File: src/hw/csd_pkg.sv
/*
 Shared types, constants and conversion functions of the calendar block.
 Assumes a single 25 MHz clock and two-digit years read as 2000 to 2099.
*/
`default_nettype none
package csd_pkg;

    // ----------------------------------------------------------------
    // Timing
    // ----------------------------------------------------------------
    localparam int     CLK_PERIOD_NS = 40;
    localparam longint SECOND_NS     = 64'd1000000000;
    localparam int     SEC_CYCLES    = int'(SECOND_NS / CLK_PERIOD_NS);

    // ----------------------------------------------------------------
    // Difference units and calendar constants
    // ----------------------------------------------------------------
    localparam logic [16:0] DAYS_PER_YEAR  = 17'h0016d;
    localparam logic [16:0] DAYS_PER_MONTH = 17'h0001e;
    localparam logic [16:0] SECS_PER_HOUR  = 17'h00e10;
    localparam logic [16:0] SECS_PER_MIN   = 17'h0003c;
    localparam logic [16:0] SECS_PER_DAY   = 17'h15180;
    // Day of week of 2000-01-01, Sunday counted as zero
    localparam logic [15:0] EPOCH_DOW      = 16'h0006;

    // ----------------------------------------------------------------
    // Types
    // ----------------------------------------------------------------
    // One word per field, BCD in the low byte
    typedef struct packed {
        logic [15:0] year;
        logic [15:0] month;
        logic [15:0] day;
        logic [15:0] hour;
        logic [15:0] minute;
        logic [15:0] second;
    } csd_table_type;

    typedef struct packed {
        logic [6:0] year;
        logic [3:0] month;
        logic [4:0] day;
        logic [4:0] hour;
        logic [5:0] minute;
        logic [5:0] second;
    } csd_time_type;

    typedef enum {CSD_IDLE, CSD_DIVIDE} csd_state_type;

    localparam csd_time_type TIME_RESET = '{7'h00, 4'h1, 5'h01, 5'h00, 6'h00, 6'h00};

    // ----------------------------------------------------------------
    // Functions
    // ----------------------------------------------------------------
    function automatic logic [6:0] bcd2bin(input logic [7:0] v);
        return 7'(v[7:4] * 4'ha) + 7'(v[3:0]);
    endfunction

    function automatic logic [15:0] bin2bcd(input logic [6:0] v);
        logic [15:0] p;
        logic [3:0]  tens;
        p    = 16'(v) * 16'h00cd;
        tens = p[14:11];
        return {8'h00, tens, 4'(v - 7'(tens * 4'ha))};
    endfunction

    function automatic logic [4:0] days_in_month(input logic [6:0] y, input logic [3:0] m);
        unique case (m)
            4'h2:                      return (y[1:0] == 2'h0) ? 5'h1d : 5'h1c;
            4'h4, 4'h6, 4'h9, 4'hb:    return 5'h1e;
            default:                   return 5'h1f;
        endcase
    endfunction

    // Days before the first of each month in a common year
    function automatic logic [8:0] days_before(input logic [3:0] m);
        unique case (m)
            4'h2: return 9'h01f;  4'h3: return 9'h03b;  4'h4: return 9'h05a;
            4'h5: return 9'h078;  4'h6: return 9'h097;  4'h7: return 9'h0b5;
            4'h8: return 9'h0d4;  4'h9: return 9'h0f3;  4'ha: return 9'h111;
            4'hb: return 9'h130;  4'hc: return 9'h14e;
            default: return 9'h000;
        endcase
    endfunction

    function automatic csd_table_type to_table(input csd_time_type t);
        return '{bin2bcd(t.year), bin2bcd(7'(t.month)), bin2bcd(7'(t.day)),
                 bin2bcd(7'(t.hour)), bin2bcd(7'(t.minute)), bin2bcd(7'(t.second))};
    endfunction

endpackage
`default_nettype wire

File: src/hw/csd_calendar.sv
/*
 Clock/calendar with a load request and a difference request.
 Assumes requests and tables are synchronous to clk and tables stay
 stable while their request is high.
*/
`timescale 1ns/1ns
`default_nettype none
module csd_calendar #(
    parameter int SEC_CYCLES = csd_pkg::SEC_CYCLES
) (
    input  wire logic                   clk,
    input  wire logic                   reset,
    input  wire logic                   calendar_load_request,
    input  wire csd_pkg::csd_table_type load_table,
    input  wire logic                   calendar_difference_request,
    input  wire csd_pkg::csd_table_type subtrahend_table,
    output logic                        load_error,
    output logic                        diff_error,
    output logic                        diff_busy,
    output logic                        diff_done,
    output csd_pkg::csd_table_type      diff_result,
    output csd_pkg::csd_table_type      current_time,
    output logic [2:0]                  day_of_week
);
    csd_pkg::csd_state_type state_reg;
    csd_pkg::csd_time_type  now_reg, now_next, tick_time, res_reg, load_time;
    csd_pkg::csd_table_type now_table, cur_tab_reg, diff_result_reg;
    logic [31:0] tick_cnt_reg;
    logic        load_req_d_reg, diff_req_d_reg, load_error_reg, diff_error_reg, done_reg;
    logic [1:0]  stage_reg;
    logic [16:0] rem_reg, hold_sec_reg, divisor;
    logic [6:0]  q_reg;
    logic [2:0]  dow_reg, load_dow, now_dow;
    logic        load_ok, sub_ok;
    logic [15:0] sub_day, now_day;
    logic [16:0] sub_sec, now_sec;

    // ----------------------------------------------------------------
    // Table checkers
    // ----------------------------------------------------------------
    assign now_table = csd_pkg::to_table(now_reg);

    csd_date_check u_load (
        .table_in   (load_table),
        .valid      (load_ok),
        .time_out   (load_time),
        .day_num    (),
        .sec_of_day (),
        .dow        (load_dow)
    );
    csd_date_check u_sub (
        .table_in   (subtrahend_table),
        .valid      (sub_ok),
        .time_out   (),
        .day_num    (sub_day),
        .sec_of_day (sub_sec),
        .dow        ()
    );
    csd_date_check u_now (
        .table_in   (now_table),
        .valid      (),
        .time_out   (),
        .day_num    (now_day),
        .sec_of_day (now_sec),
        .dow        (now_dow)
    );

    // ----------------------------------------------------------------
    // Request edges
    // ----------------------------------------------------------------
    // Edge triggered so a held request does not freeze the clock
    wire tick    = (tick_cnt_reg == 32'(SEC_CYCLES - 1));
    wire idle    = (state_reg == csd_pkg::CSD_IDLE);
    wire load_go = calendar_load_request & ~load_req_d_reg;
    wire diff_go = calendar_difference_request & ~diff_req_d_reg & idle;
    wire load_do = load_go & load_ok;
    wire diff_do = diff_go & sub_ok;

    // ----------------------------------------------------------------
    // Timekeeping
    // ----------------------------------------------------------------
    wire [4:0] dim = csd_pkg::days_in_month(now_reg.year, now_reg.month);

    always_comb begin
        tick_time        = now_reg;
        tick_time.second = now_reg.second + 6'h01;
        if (now_reg.second == 6'h3b) begin
            tick_time.second = 6'h00;
            tick_time.minute = now_reg.minute + 6'h01;
            if (now_reg.minute == 6'h3b) begin
                tick_time.minute = 6'h00;
                tick_time.hour   = now_reg.hour + 5'h01;
                if (now_reg.hour == 5'h17) begin
                    tick_time.hour = 5'h00;
                    tick_time.day  = now_reg.day + 5'h01;
                    if (now_reg.day == dim) begin
                        tick_time.day   = 5'h01;
                        tick_time.month = now_reg.month + 4'h1;
                        if (now_reg.month == 4'hc) begin
                            tick_time.month = 4'h1;
                            tick_time.year  = (now_reg.year == 7'h63) ? 7'h00 : now_reg.year + 7'h01;
                        end
                    end
                end
            end
        end
    end

    // An invalid table never reaches the clock
    assign now_next = load_do ? load_time : (tick ? tick_time : now_reg);

    always_ff @(posedge clk or posedge reset) begin
        if (reset) begin
            now_reg      <= csd_pkg::TIME_RESET;
            tick_cnt_reg <= 32'h00000000;
            cur_tab_reg  <= '0;
            dow_reg      <= 3'h0;
        end else begin
            now_reg      <= now_next;
            // A load restarts the second so it runs a full period
            tick_cnt_reg <= (tick || load_do) ? 32'h00000000 : tick_cnt_reg + 32'h00000001;
            cur_tab_reg  <= csd_pkg::to_table(now_next);
            dow_reg      <= now_dow;
        end
    end

    // ----------------------------------------------------------------
    // Error flags
    // ----------------------------------------------------------------
    always_ff @(posedge clk or posedge reset) begin
        if (reset) begin
            load_req_d_reg <= 1'b0;
            diff_req_d_reg <= 1'b0;
            load_error_reg <= 1'b0;
            diff_error_reg <= 1'b0;
        end else begin
            load_req_d_reg <= calendar_load_request;
            diff_req_d_reg <= calendar_difference_request;
            load_error_reg <= calendar_load_request & ~load_ok;
            diff_error_reg <= calendar_difference_request & ~sub_ok;
        end
    end

    // ----------------------------------------------------------------
    // Difference: elapsed days and seconds, then split by division
    // ----------------------------------------------------------------
    wire        sec_borrow = (now_sec < sub_sec);
    wire [16:0] sec_diff   = now_sec - sub_sec + (sec_borrow ? csd_pkg::SECS_PER_DAY : 17'h00000);
    wire [16:0] day_need   = 17'(sub_day) + 17'(sec_borrow);
    // A later subtrahend is outside the contract; it yields an all-zero result
    wire        future     = (day_need > 17'(now_day));
    wire [16:0] day_diff   = 17'(now_day) - day_need;

    always_comb begin
        unique case (stage_reg)
            2'h0: divisor = csd_pkg::DAYS_PER_YEAR;
            2'h1: divisor = csd_pkg::DAYS_PER_MONTH;
            2'h2: divisor = csd_pkg::SECS_PER_HOUR;
            2'h3: divisor = csd_pkg::SECS_PER_MIN;
        endcase
    end

    wire fits = (rem_reg >= divisor);
    wire last = (stage_reg == 2'h3) && !fits;
    csd_pkg::csd_time_type res_fin;
    assign res_fin = '{res_reg.year, res_reg.month, res_reg.day, res_reg.hour,
                       6'(q_reg), 6'(rem_reg)};

    always_ff @(posedge clk or posedge reset) begin
        if (reset) begin
            state_reg       <= csd_pkg::CSD_IDLE;
            stage_reg       <= 2'h0;
            rem_reg         <= 17'h00000;
            hold_sec_reg    <= 17'h00000;
            q_reg           <= 7'h00;
            res_reg         <= '0;
            done_reg        <= 1'b0;
            diff_result_reg <= '0;
        end else begin
            done_reg <= last && !idle;
            if (idle) begin
                if (diff_do) begin
                    state_reg    <= csd_pkg::CSD_DIVIDE;
                    stage_reg    <= 2'h0;
                    rem_reg      <= future ? 17'h00000 : day_diff;
                    hold_sec_reg <= future ? 17'h00000 : sec_diff;
                    q_reg        <= 7'h00;
                end
            end else if (fits) begin
                rem_reg <= rem_reg - divisor;
                q_reg   <= q_reg + 7'h01;
            end else begin
                stage_reg <= stage_reg + 2'h1;
                q_reg     <= 7'h00;
                unique case (stage_reg)
                    2'h0: res_reg.year <= q_reg;
                    2'h1: begin
                        res_reg.month <= 4'(q_reg);
                        res_reg.day   <= 5'(rem_reg);
                        rem_reg       <= hold_sec_reg;
                    end
                    2'h2: res_reg.hour <= 5'(q_reg);
                    2'h3: begin
                        state_reg       <= csd_pkg::CSD_IDLE;
                        diff_result_reg <= csd_pkg::to_table(res_fin);
                    end
                endcase
            end
        end
    end

    assign load_error   = load_error_reg;
    assign diff_error   = diff_error_reg;
    assign diff_busy    = !idle;
    assign diff_done    = done_reg;
    assign diff_result  = diff_result_reg;
    assign current_time = cur_tab_reg;
    assign day_of_week  = dow_reg;
endmodule
`default_nettype wire

File: src/hw/csd_date_check.sv
/*
 Checks a six-word date/time table and converts it to binary fields,
 a day count from 2000-01-01, seconds of the day and the day of week.
 Purely combinational; the caller registers what it needs.
*/
`timescale 1ns/1ns
`default_nettype none
module csd_date_check (
    input  wire csd_pkg::csd_table_type table_in,
    output logic                        valid,
    output csd_pkg::csd_time_type       time_out,
    output logic [15:0]                 day_num,
    output logic [16:0]                 sec_of_day,
    output logic [2:0]                  dow
);
    logic [5:0]  word_ok;
    wire  [4:0]  dim;
    wire  [15:0] dow_sum;
    wire         leap_bump;
    wire  [6:0]  day_bin;

    // ----------------------------------------------------------------
    // Digit format: upper byte zero, both nibbles decimal
    // ----------------------------------------------------------------
    for (genvar i = 0; i < 6; i++) begin : g_word
        wire [15:0] w = table_in[16*i +: 16];
        assign word_ok[i] = (w[15:8] == 8'h00) && (w[7:4] <= 4'h9) && (w[3:0] <= 4'h9);
    end

    assign time_out.year   = csd_pkg::bcd2bin(table_in.year[7:0]);
    assign time_out.month  = 4'(csd_pkg::bcd2bin(table_in.month[7:0]));
    assign time_out.day    = 5'(csd_pkg::bcd2bin(table_in.day[7:0]));
    assign time_out.hour   = 5'(csd_pkg::bcd2bin(table_in.hour[7:0]));
    assign time_out.minute = 6'(csd_pkg::bcd2bin(table_in.minute[7:0]));
    assign time_out.second = 6'(csd_pkg::bcd2bin(table_in.second[7:0]));

    // ----------------------------------------------------------------
    // Range checks
    // ----------------------------------------------------------------
    // Full width, so a day such as 35 cannot wrap into the legal range
    assign day_bin = csd_pkg::bcd2bin(table_in.day[7:0]);
    assign dim   = csd_pkg::days_in_month(time_out.year, time_out.month);
    assign valid = (&word_ok) && (table_in.month[7:0] >= 8'h01) && (table_in.month[7:0] <= 8'h12)
                && (day_bin >= 7'h01) && (day_bin <= 7'(dim))
                && (table_in.hour[7:0] <= 8'h23) && (table_in.minute[7:0] <= 8'h59)
                && (table_in.second[7:0] <= 8'h59);

    // ----------------------------------------------------------------
    // Linear day and second counts
    // ----------------------------------------------------------------
    assign leap_bump  = (time_out.year[1:0] == 2'h0) && (time_out.month > 4'h2);
    assign day_num    = 16'(time_out.year) * 16'h016d + 16'((time_out.year + 7'h03) >> 2)
                      + 16'(csd_pkg::days_before(time_out.month)) + 16'(leap_bump)
                      + 16'(time_out.day) - 16'h0001;
    assign sec_of_day = 17'(time_out.hour) * csd_pkg::SECS_PER_HOUR
                      + 17'(time_out.minute) * csd_pkg::SECS_PER_MIN + 17'(time_out.second);
    assign dow_sum    = day_num + csd_pkg::EPOCH_DOW;
    assign dow        = 3'(dow_sum % 16'h0007);

endmodule
`default_nettype wire

File: config.mk
export PLATFORM = sky130hd
export DESIGN_NAME = csd_calendar
export DESIGN_NICKNAME = d
export VERILOG_FILES = /design/src/hw/csd_pkg.sv /design/src/hw/csd_calendar.sv /design/src/hw/csd_date_check.sv
export SDC_FILE = /design/constraint.sdc
export NUM_CORES = 2
export LEC_CHECK = 0
export BUFFER_PORTS_ARGS = -buffer_cell sky130_fd_sc_hd__buf_2
export CORE_MARGIN = 2
export CORE_UTILIZATION = 42
export DETAILED_ROUTE_END_ITERATION = 10
export PLACE_DENSITY = 0.6
export SLEW_MARGIN = 20
export SYNTH_ARGS = -nofsm -noshare
export SYNTH_HDL_FRONTEND = slang
export SYNTH_HIERARCHICAL = 1
export SYNTH_SLANG_ARGS = --single-unit
File: constraint.sdc
create_clock -name clk -period 22.5 [get_ports clk]
set_input_delay 1.125 -clock clk [delete_from_list [all_inputs] [get_ports clk]]
set_output_delay 1.125 -clock clk [all_outputs]
set_load 0.01 [all_outputs]
Yosys cells after proc, flatten, opt, wreduce, memory -nomap -nowiden:

Memories as Yosys holds them, arrays and structs flattened.
Cells that the tools add are included.

* output and inout bits: 199
* input bits: 196
* memory bits (writable): 0
* bits in read-only memories: 288
* logic and storage cells: 355
* memories: 2
* flip-flop bits (word level): 247
* bits in latches: 0

* add/subtract/negate cells: 67
* mux-type cells: 33
* reductions and logical operators: 78
* bitwise operators: 13
* shifts and indexed selects: 0
* order comparisons: 43
* equality and inequality tests: 27
* multiply operators: 57
* div/mod/pow operators: 1

Memory list
* (name not given): words 16, bits a word 9, read ports 1, clocked after Yosys merged registers in 0, wr ports 0, line csd_pkg.sv:77 `unique case (m)`
* (name not given): words 16, bits a word 9, read ports 1, clocked after Yosys merged registers in 0, wr ports 0, line csd_pkg.sv:77

Operators with widths (count)
* 32-bit 2-to-1 mux: 5
* 17-bit 2-to-1 mux: 7
* 5-bit by 8-bit multiplier with 13-bit output, second input constant: 8
* 33-bit 2-to-1 mux: 3
* 4-bit less-or-equal comparator, second input constant: 24
* 8-bit logical NOT: 12
* 6-bit by 8-bit multiplier with 14-bit output, second input constant: 6
* 4-bit subtractor: 18
* 17-bit one-hot mux with 4 select lines: 1
* 7-bit by 8-bit multiplier with 15-bit output, second input constant: 3
* 1-bit logical AND: 42
* 6-bit by 4-bit adder with 6-bit output: 6
* 4-bit by 8-bit multiplier with 12-bit output, second input constant: 3
* 7-bit by 4-bit adder with 7-bit output: 5
* 17-bit by 12-bit adder with 17-bit output: 2
* 17-bit by 6-bit adder with 17-bit output: 2
* 17-bit subtractor: 2
* 16-bit by 1-bit adder with 16-bit output: 2
* 16-bit by 14-bit adder with 16-bit output: 2
* 16-bit by 5-bit adder with 16-bit output: 2
* 16-bit by 9-bit adder with 16-bit output: 2
* 32-bit by 1-bit adder with 32-bit output, second input constant: 1
* 32-bit by 25-bit equality test with 1-bit output, second input constant: 1
* 8-bit by 7-bit less-or-equal comparator with 1-bit output, second input constant: 4
* other kinds (66): 156

Logic depth before layout (Yosys ltp):

* depth in word-level cells: 16
* mapped depth: 87
* gate-level depth less buffers: 82

By module:

Netlist, hierarchy kept.

By module, submodules not included
* csd_calendar: times used 1, seq. area each 5307.6 um2, cells an instance 2511, area each 23309.9 um2
* csd_date_check at u_sub: times used 1, seq. area each 0.0 um2, cells an instance 1360, area each 10637.7 um2
* csd_date_check at u_now: times used 1, seq. area each 0.0 um2, cells an instance 1307, area each 10181.0 um2
* csd_date_check at u_load: times used 1, seq. area each 0.0 um2, cells an instance 1253, area each 9972.1 um2

Worst setup path after synthesis:

OpenSTA, ideal clock, no wires.

* path kind: register to register
* start: reg now_reg[30] (netlist bit)
* end: reg dow_reg[1] (netlist: day_of_week[1])
* buffers on the path: 3
* path slack: 2.814 ns
* arrival: 19.621 ns
* required time: 22.435 ns
* period minus slack after synthesis: 19.686 ns
* cell stages (with the launch flop): 83
* library setup time: 0.065 ns
* cell sequence: dfrtp_1 > ha_1 > ha_1 > inv_1 > fa_1 > inv_1 > fa_1 > ha_1 > a31o_2 > a21oi_1 > nor2b_1 > o21ai_0 > nand2b_1 > a21o_1 > a21oi_1 > xnor2_1 > inv_1 > fa_1 > [47 not listed] > a211oi_2 > and2_1 > buf_6 > a221oi_1 > or3b_1 > nand3b_4 > xnor2_2 > inv_1 > ha_1 > nand2b_1 > o2111ai_1 > nor2_1 > xnor2_1 > ha_1 > and2_1 > or3_1 > o221ai_1 > o211a_1

RTL lines
* from (decl): line csd_calendar.sv:26 `csd_pkg::csd_time_type now_reg, now_next, tick_time, res_reg, load_time;`
* from (signal assigned): line csd_calendar.sv:114 `now_reg <= csd_pkg::TIME_RESET;`
* from (signal assigned): line csd_calendar.sv:119 `now_reg <= now_next;`
* to (signal assigned): line csd_calendar.sv:123 `dow_reg <= now_dow;`
* to (decl): line csd_calendar.sv:33 `logic [2:0] dow_reg, load_dow, now_dow;`

==> reports/results.ini <==
[setup_path]
r2r_slack_ns=1.33
crit_path_end_kind=flip-flop
crit_path_max_fanout=9
critical_path.slowest_cell=or4b_1
cp-start-kind=flip-flop
critical_path_arrival_ns=21.71
worstSetupPathType=reg2reg
cp.required_ns=23.04
slowest_delay_ns=0.65

[die]
initial_utilization=0.422
rows=113
die_area_sq_um=97700
die_width_um=313
ioPinCount=395
core_area_sq_um=94700
die_height_um=313

[clocking]
register_clock_pin_slew_on_the_reported_worst_setup_and_hold_paths_ns=0.06
cts_tree=built
clock_tree.htree_level_count=1
clock_tree.buffer_depth=3
clock_tree.root_cell=clkbuf_16
clock_latency_ns=0.60
cts_made_buffers=29
clk_sink_count=212

[cells_and_area]
largest_reg_flops=39
drive_gt1_frac=0.113
design.final.nets=6090
diodes=0
synthToLayoutAreaGrowth_pct=9.07
post_layout_nonfiller_instances=6097

[timing]
slew-limit-headroom=0.334
achievable-frequency_mhz=47.2
finalHoldViolCount=0
timing.final.max_slew_violations=0
tightestPinTransition_ns=0.992
finalWorstPathRequiredPeriod_ns=21.17
fin_worst_skew_ns=0.0175
timing.final.setup_violations=0
min_period_over_period=0.941

[drt]
routedWlPerCell_um=15.5
num_vias=31886
drt_first_iter_violations=1710
routed_via_density=5.23
drt.antenna.violating_nets=0
route.detailed.drc=0
dr.pass1.iters=6
wirelength_routed_mm=94.5

[flow_run]
max_cap_violations=0

[outcome]
outcome=finished clean

[placed_design]
place.detailed.instances=6034
place.gp.congestion=0.924
detailed_place_hpwl_mm=78.5
placement.io_buffers=280

[grt]
grt_pass1_vias=31216
grt_antenna_before_repair=1
pin_count_of_the_biggest_net_entering_global_routing=99
grt_pass1_wl_mm=157
grt_util_all_layers=0.192
grt.overflow.total=0

[synth]
synthCells=4545
avgSynthCellArea_sq_um=8.80
post_synth_instance_area_sq_um=40000
ys.warnings.count=6

[min_path]
worst_hold_path_type=reg2reg

[layout make-up]
cell class	count	area (sq um)
clock inverter	16	173
tap	1265	1580
fill	9324	51100
sequential	212	5310
inverter	628	2360
clock buffer	37	786
timing repair buffer	318	1690
multi-input combinational	3621	31700
[cells in the final DEF, fill, tap and decap left out, drive strengths merged, types with 93 or more instances in the layout]
cell type,n
a21o,93
a21oi,213
buf,318
conb,122
dfrtp,210
fa,228
ha,856
inv,628
nand2,303
nand3,93
nor2,218
o21ai,241
xnor2,259
xor2,126
[metrics by stage]
stage | utilization | instance area, sq um | setup WS [ns] | hold slack, ns | setup TNS, ns
6_report | 0.461 | 43600 | 1.33 | 0.470 | 0
5_1_grt | 0.461 | 43600 | -0.0554 | 0.488 | -0.0994
4_1_cts | 0.458 | 43300 | 0.384 | 0.478 | 0
3_5_place_dp | 0.447 | 42400 | 0.523 | 0.466 | 0
3_3_place_gp | 0.447 | 42400 | 0.911 | 0.456 | 0
2_1_floorplan | - | 40500 | 2.85 | 0.444 | 0
[critical path: cells and delay by family, from the launching register on]
kind / cells / cell delay, ns
AO/OA/AOI/OAI: 21 / 5.90
flip-flops: 1 / 0.47
adder cells (fa/ha/maj): 16 / 5.98
buffers and inverters: 9 / 0.67
AND/OR/NAND/NOR: 21 / 5.35
multiplexers: 2 / 0.70
XOR/XNOR: 9 / 2.00
[layer usage]
layer / global-route usage / wire (um)
met1: 0.260 / 43900
met2: 0.332 / 45200
met3: 0.0175 / 3440
met4: 0.0374 / 1960
met5: 0 / 13
[what timing repair did]
| item | CTS | global route |
|---|---|---|
| hold endpoints to repair | 0 | 0 |
| setup buffers | 0 | 10 |
| hold buffers | 0 | 0 |
| endpoints found under the setup margin | 0 | 3 |
| gates resized for setup | 0 | 34 |
[path summary, 6_finish.rpt]
check | from | end | cells past startpoint
hold reg to reg | diff_result[80] | diff_result[80] | 2
min in group asynchronous | reset | diff_result[83] | 2
max in group asynchronous | reset | hold_sec_reg[4] | 3
setup reg to reg | now_reg[30] | day_of_week[1] | 78
setup / recovery | now_reg[30] | day_of_week[1] | 78
hold / removal | diff_result[80] | diff_result[80] | 2
Power is not shown: default switching activity piles up to over one toggle a cycle in this logic, so the estimate is an artifact.
